**config.mk**
```make
export PLATFORM = sky130hd
export DESIGN_NAME = rscc_top
export DESIGN_NICKNAME = d
export VERILOG_FILES = /design/src/verilog/rscc_pkg.sv /design/src/verilog/rscc_sync_edge.sv /design/src/verilog/rscc_top.sv
export SDC_FILE = /design/constraint.sdc
export NUM_CORES = 1
export LEC_CHECK = 0
export BUFFER_PORTS_ARGS = -buffer_cell sky130_fd_sc_hd__buf_2
export CORE_MARGIN = 4
export CORE_UTILIZATION = 43
export CTS_CLUSTER_DIAMETER = 100
export DETAILED_ROUTE_END_ITERATION = 10
export PLACE_DENSITY_LB_ADDON = 0.25
export SLEW_MARGIN = 0
export SYNTH_ARGS = -nofsm -noshare
export SYNTH_HDL_FRONTEND = slang
export SYNTH_SLANG_ARGS = --single-unit
```
**constraint.sdc**
```tcl
create_clock -name CLK_IN -period 1.6 [get_ports CLK_IN]
set_clock_uncertainty 0.2 [all_clocks]
set_input_delay 0.32 -clock CLK_IN [delete_from_list [all_inputs] [get_ports CLK_IN]]
set_output_delay 0.32 -clock CLK_IN [all_outputs]
set_load 0.1 [all_outputs]
```
**src/verilog/rscc_pkg.sv**
```systemverilog
package rscc_pkg;

   // =========================================================
   // widths and reset values
   localparam int            RSCC_CTX_W       = 8;
   localparam int            RSCC_FN_W        = 8;
   localparam logic [7:0]    RSCC_CTX_RST     = 8'h00;
   localparam logic [7:0]    RSCC_FN_RST      = 8'h00;
   localparam logic [1:0]    RSCC_SEL_RST     = 2'h0;

   // =========================================================
   // sequencer states
   typedef enum logic [1:0] {
      RSCC_ST_HELD  = 2'b00,
      RSCC_ST_KEEP  = 2'b01,
      RSCC_ST_RUN   = 2'b10
   } rscc_state_type;

endpackage

```
**src/verilog/rscc_sync_edge.sv**
```systemverilog
`timescale 1ns/100ps
module rscc_sync_edge (
   // clock and reset
   input  wire logic clk_in,
   input  wire logic rst_in,
   // sampled input
   input  wire logic d_in,
   output logic      q_out,
   output logic      rise_out
);
   typedef struct packed {
      logic q;
      logic rise;
   } rscc_se_type;

   rscc_se_type st_reg;
   rscc_se_type st_next;

   // =========================================================
   // rising-edge capture of a bus-clock synchronous input
   always_comb begin
      st_next      = st_reg;
      st_next.q    = d_in;
      st_next.rise = d_in & ~st_reg.q;
   end

   always_ff @(posedge clk_in) begin
      if (rst_in) begin
         st_reg <= '0;
      end else begin
         st_reg <= st_next;
      end
   end

   assign q_out    = st_reg.q;
   assign rise_out = st_reg.rise;
endmodule

```
**src/verilog/rscc_top.sv**
```systemverilog
// Contract
// [RULE_01] Cold reset floats every output and clears all registers.
// [RULE_02] Cold reset holds the whole device, kept context too, in default.
// [RULE_03] With suspend, cold reset floats outputs but keeps registers.
// [RULE_04] Bus timing comes from the bus clock, inputs sampled on its rise.
// [RULE_05] Host-bus reset floats outputs, clears registers, stops all work.
// [RULE_06] After host-bus reset is released the device runs from default.
// [RULE_07] Suspend with host-bus reset keeps registers while outputs float.
// [RULE_08] The system uses cold reset only at boot, host-bus reset later.
// [RULE_09] Without deep wake-up the system ties cold reset to bus reset.
// [RULE_10] Two outputs select core supply and two select program supply.
`timescale 1ns/100ps
module rscc_top
   import rscc_pkg::*;
(
   // clock and local reset
   input  wire logic                  CLK_IN,
   input  wire logic                  RST_IN,
   // reset and suspend pins
   input  wire logic                  SYSTEM_COLD_RESET_IN,
   input  wire logic                  HOST_BUS_RESET_IN,
   input  wire logic                  SUSPEND_IN,
   // core-side requests
   input  wire logic                  CTX_WR_IN,
   input  wire logic [rscc_pkg::RSCC_CTX_W-1:0] CTX_DATA_IN,
   input  wire logic                  FN_WR_IN,
   input  wire logic [rscc_pkg::RSCC_FN_W-1:0]  FN_DATA_IN,
   input  wire logic [1:0]            CORE_SEL_IN,
   input  wire logic [1:0]            PROG_SEL_IN,
   // status
   output logic [1:0]                 STATE_OUT,
   output logic [rscc_pkg::RSCC_CTX_W-1:0] CTX_OUT,
   output logic [rscc_pkg::RSCC_FN_W-1:0]  FN_OUT,
   output logic                       RUN_OUT,
   // power switch pins
   output logic                       CARD_CORE_SUPPLY_SEL0_OUT,
   output logic                       CARD_CORE_SUPPLY_SEL1_OUT,
   output logic                       CARD_PROG_SUPPLY_SEL0_OUT,
   output logic                       CARD_PROG_SUPPLY_SEL1_OUT,
   output logic                       PIN_OE_OUT
);
   import rscc_pkg::*;

   // =========================================================
   // state
   typedef struct packed {
      rscc_state_type              st;
      logic [RSCC_CTX_W-1:0]       ctx;
      logic [RSCC_FN_W-1:0]        fn;
      logic [1:0]                  core_sel;
      logic [1:0]                  prog_sel;
      logic                        oe;
      logic                        run;
   } rscc_all_type;

   rscc_all_type s_reg;
   rscc_all_type s_next;

   // =========================================================
   // pin sampling
   // limitation: one flop only, so the pins must already be
   // synchronous to the bus clock; a free-running source would
   // need a second stage and add a cycle of latency
   localparam int PIN_N    = 3;
   localparam int PIN_COLD = 0;
   localparam int PIN_HOST = 1;
   localparam int PIN_SUSP = 2;

   logic [PIN_N-1:0] pin_raw;
   logic [PIN_N-1:0] pin_q;
   logic [PIN_N-1:0] pin_rise;

   logic             cold_q;
   logic             host_q;
   logic             host_rise;
   logic             susp_q;

   assign pin_raw[PIN_COLD] = SYSTEM_COLD_RESET_IN;
   assign pin_raw[PIN_HOST] = HOST_BUS_RESET_IN;
   assign pin_raw[PIN_SUSP] = SUSPEND_IN;

   generate
      for (genvar i = 0; i < PIN_N; i++) begin : g_pin
         rscc_sync_edge u_pin (  // see [RULE_04]
            .clk_in   (CLK_IN),
            .rst_in   (RST_IN),
            .d_in     (pin_raw[i]),
            .q_out    (pin_q[i]),
            .rise_out (pin_rise[i])
         );
      end
   endgenerate

   assign cold_q    = pin_q[PIN_COLD];
   assign host_q    = pin_q[PIN_HOST];
   assign host_rise = pin_rise[PIN_HOST];
   assign susp_q    = pin_q[PIN_SUSP];

   // =========================================================
   // decoding
   function automatic logic in_reset(input logic c, input logic h);
      in_reset = c | h;
   endfunction

   // supply request passes only while running, else switch off
   function automatic logic [1:0] supply_sel(
      input logic       live,
      input logic [1:0] req
   );
      if (live) begin
         supply_sel = req;
      end else begin
         supply_sel = RSCC_SEL_RST;
      end
   endfunction

   logic reset_seen;
   logic shield;
   logic clear_fn;
   logic clear_ctx;

   assign reset_seen = in_reset(cold_q, host_q);
   // suspend shields register contents from either reset
   assign shield     = reset_seen & susp_q;
   assign clear_fn   = reset_seen & ~susp_q;
   // ctx is cleared at the onset of a host reset and held cleared
   // for the whole of a cold reset
   assign clear_ctx  = clear_fn & (cold_q | host_rise);

   // =========================================================
   // sequencer
   always_comb begin
      s_next = s_reg;
      s_next.core_sel = supply_sel(!reset_seen, CORE_SEL_IN);  // see [RULE_10]
      s_next.prog_sel = supply_sel(!reset_seen, PROG_SEL_IN);  // see [RULE_10]
      if (reset_seen) begin
         s_next.oe  = 1'b0;  // see [RULE_01] [RULE_05]
         s_next.run = 1'b0;  // see [RULE_05]
         if (shield) begin
            s_next.st = RSCC_ST_KEEP;  // see [RULE_03] [RULE_07]
         end else begin
            s_next.st = RSCC_ST_HELD;  // see [RULE_02]
         end
         if (clear_fn) begin
            s_next.fn = RSCC_FN_RST;  // see [RULE_01] [RULE_05]
         end
         if (clear_ctx) begin
            s_next.ctx = RSCC_CTX_RST;  // see [RULE_01] [RULE_02]
         end
      end else begin
         s_next.st  = RSCC_ST_RUN;  // see [RULE_06]
         s_next.oe  = 1'b1;
         s_next.run = 1'b1;
         if (CTX_WR_IN) begin
            s_next.ctx = CTX_DATA_IN;
         end
         if (FN_WR_IN) begin
            s_next.fn = FN_DATA_IN;
         end
      end
   end

   // =========================================================
   // state register
   always_ff @(posedge CLK_IN) begin
      if (RST_IN) begin
         s_reg.st       <= RSCC_ST_HELD;
         s_reg.ctx      <= RSCC_CTX_RST;
         s_reg.fn       <= RSCC_FN_RST;
         s_reg.core_sel <= RSCC_SEL_RST;
         s_reg.prog_sel <= RSCC_SEL_RST;
         s_reg.oe       <= 1'b0;
         s_reg.run      <= 1'b0;
      end else begin
         s_reg <= s_next;
      end
   end

   // =========================================================
   // outputs, all straight from flops
   assign STATE_OUT                 = s_reg.st;
   assign CTX_OUT                   = s_reg.ctx;
   assign FN_OUT                    = s_reg.fn;
   assign RUN_OUT                   = s_reg.run;
   assign CARD_CORE_SUPPLY_SEL0_OUT = s_reg.core_sel[0];
   assign CARD_CORE_SUPPLY_SEL1_OUT = s_reg.core_sel[1];
   assign CARD_PROG_SUPPLY_SEL0_OUT = s_reg.prog_sel[0];
   assign CARD_PROG_SUPPLY_SEL1_OUT = s_reg.prog_sel[1];
   assign PIN_OE_OUT                = s_reg.oe;
endmodule
```
==> flow_summary.json <==
{
  "status": "complete, but fails checks",
  "violations": "negative setup slack",
  "viasPerCell": 4.79,
  "overflow": 0,
  "dieArea_um2": 3140,
  "setup_viol": 2,
  "cts_root_buffer": "clkbuf_4",
  "rrSetupSlack_ns": 0.14,
  "drive_above_1_share_pct": 48.6,
  "r2r-start": "g_pin[0].u_pin.q_out",
  "h-tree-depth": 1,
  "die_y_um": 56.0,
  "yosysUniqueCellTypes": 20,
  "hp-class": "input pin to flop",
  "top_level_ports": 51,
  "final_area_um2": 1470,
  "start_util_pct": 44.9,
  "powerDensity_nw_per_um2": 1200,
  "die_w_um": 56.0,
  "ir_worst_vdd_uv": 609,
  "mostFrequentLayoutCells": "buf_2 (28), dfxtp_1 (25), buf_4 (20)",
  "cp.arrival_ns": 1.09,
  "ys_warn_count": 0,
  "end_kind": "primary output",
  "cp_cell_sequence": "buf_2",
  "slowest_delay_ns": 0.42,
  "yosysSeqAreaShare_pct": 52.5,
  "period_needed_ns": 1.61,
  "syn_avg_cell_area_um2": 10.9,
  "syn_nets": 118,
  "leakagePower_nw": 0.663,
  "report.power.total_mw": 1.76,
  "antenna_found_initial": 0,
  "fin_util_pct": 66.2,
  "wire_per_inst_um": 12.4,
  "grt_pass1_vias": 824,
  "post-cts-setup-buffers": 0,
  "min_to": "FN_OUT[1]",
  "postRouteAntennaNets": 0,
  "fp.coreArea_um2": 2210,
  "fmax_mhz": 620,
  "via_count": 843,
  "clk_pin_slew_worst_paths_ns": 0.14,
  "max_slew_margin_pct": 67.8,
  "grt_use_total_pct": 14.4,
  "maxCapViolCount": 0,
  "dp.final_hpwl_um": 1650,
  "grt_max_degree": 16,
  "setup_ws_ns": -0.0127,
  "syn_inst": 91,
  "fin_crit_sh_pct": 101,
  "crit_buf_inv": 1,
  "holdPathStages": 3,
  "hold_slack_ns": 0.0197,
  "syn_to_final_growth_pct": 47.7,
  "ys_ff_latch": 26,
  "criticalPathCategory": "flop to primary output",
  "rows": 17,
  "synthesis.area_um2": 992,
  "final_common_cell": "buf_2",
  "finalWirelength_um": 2190,
  "diodes": 0,
  "dp_slack_ns": 0.142,
  "drcViolationCount": 0,
  "num-fill-cells": 189,
  "cts_tree": "yes",
  "slew_violations": 0,
  "reg2regPathDepth": 3,
  "worst_pin_slew_ns": 0.486,
  "clock-sinks": 26,
  "detailed_place.area_um2": 1290,
  "critical_path.max_fanout": 3,
  "critPathTopFamily": "buffers and inverters",
  "gp_congestion": 0.703,
  "hp-start": "FN_DATA_IN[1]",
  "clock_insertion_delay_worst_skew_ns": 0.31,
  "io_buffers": 50,
  "r2r-end": "CTX_OUT[7]",
  "first_iter_violations": 8,
  "firstDrtPassIters": 4,
  "clockBufferDepth": 2,
  "rsz0062_at_grt": "yes",
  "grt_pass1_wl_um": 3620,
  "hold_viol": 0,
  "cp-start-kind": "flop",
  "final_nets": 176,
  "cp.required_ns": 1.08,
  "crit_slowest_cell": "buf_2",
  "cts_made_buffers": 3
}
## layout make-up
cell class                      count  area [um2]  area share, %
Sequential cell                    26         522           35.6
Tap cell                           28        35.0           2.39
Clock inverter                      1        30.0           2.05
Timing Repair Buffer               60         435           29.7
Clock buffer                        3        22.5           1.54
Multi-Input combinational cell     57         417           28.4
Inverter                            1        3.75          0.256
## stage by stage
| step | TNS [ns] | instances |
|---|---|---|
| global placement | 0 | 165 |
| finish | -0.0241 | 176 |
| CTS | -0.0936 | 176 |
| global route | -0.118 | 176 |
| detailed placement | 0 | 165 |
| floorplan | 0 | 91 |
## per-layer routing
metal / GRT usage, % / share of wire (%) / routed length (um) / vias to the layer above
met1: 15.7 / 39 / 859 / 379
met5: 0 / 0 / 0 / -
li1: - / - / - / 424
met3: 5.10 / 11 / 246 / 4
met4: 7.12 / 1.7 / 38 / 0
met2: 24.5 / 48 / 1040 / 36
## cells by family after synthesis
group / synth area share (%)
buf+inv: 5.55
simple gates: 19.4
compound gates: 22.6
flops: 52.5
## timing repair
action | CTS | global route
gates cloned | 0 | 0
hold buffers | 7 | 0
endpoints found under the setup margin | 20 | 4
endpoints found under the hold margin | 7 | 0
gates resized for setup | 17 | 2
## sequential cells by signal, summed over array words and instances, names as in the netlist
name and count:
CARD_PROG_SUPPLY_SEL1_OUT 1, CARD_CORE_SUPPLY_SEL1_OUT 1, FN_OUT 8, g_pin.u_pin.q_out 3
g_pin.u_pin.rise_out 1, CTX_OUT 8, CARD_CORE_SUPPLY_SEL0_OUT 1, CARD_PROG_SUPPLY_SEL0_OUT 1
STATE_OUT 2
## power by group
group | switching [mW] | internal, mW
clock | 0.188 | 0.253
combinational | 0.408 | 0.179
sequential | 0.0366 | 0.694
total | 0.632 | 1.13
## synth_stat cells, drive strengths merged
cell type / count / area share (%)
buf: 6 / 4.8
clkbuf: 1 / 0.38
o211ai: 1 / 2.1
nor2b: 4 / 2.5
inv: 1 / 0.38
a21oi: 9 / 4.5
nor3b: 1 / 1.3
nand2: 16 / 6.1
a2bb2oi: 8 / 12
o21ai: 1 / 1.6
o211a: 1 / 1.0
nor3: 1 / 1.0
or3b: 2 / 2.0
o21bai: 1 / 1.1
nand3: 8 / 4.0
and2: 4 / 2.5
dfxtp: 26 / 52
## how the worst max path moves through the flow
| stage | from | to | slack, ns | depth (start not counted) |
|---|---|---|---|---|
| after floorplan | STATE_OUT[1] | RUN_OUT | 0.05 | 1 |
| after global placement | g_pin[0].u_pin.q_out | CTX_OUT[5] | 0.18 | 3 |
| after detailed placement | g_pin[0].u_pin.q_out | CTX_OUT[7] | 0.14 | 3 |
| after CTS | STATE_OUT[1] | STATE_OUT[1] | -0.03 | 1 |
| after global routing | STATE_OUT[1] | RUN_OUT | -0.06 | 1 |
| final | STATE_OUT[1] | RUN_OUT | -0.01 | 1 |
No activity file was read; power rests on OpenSTA's default activity.
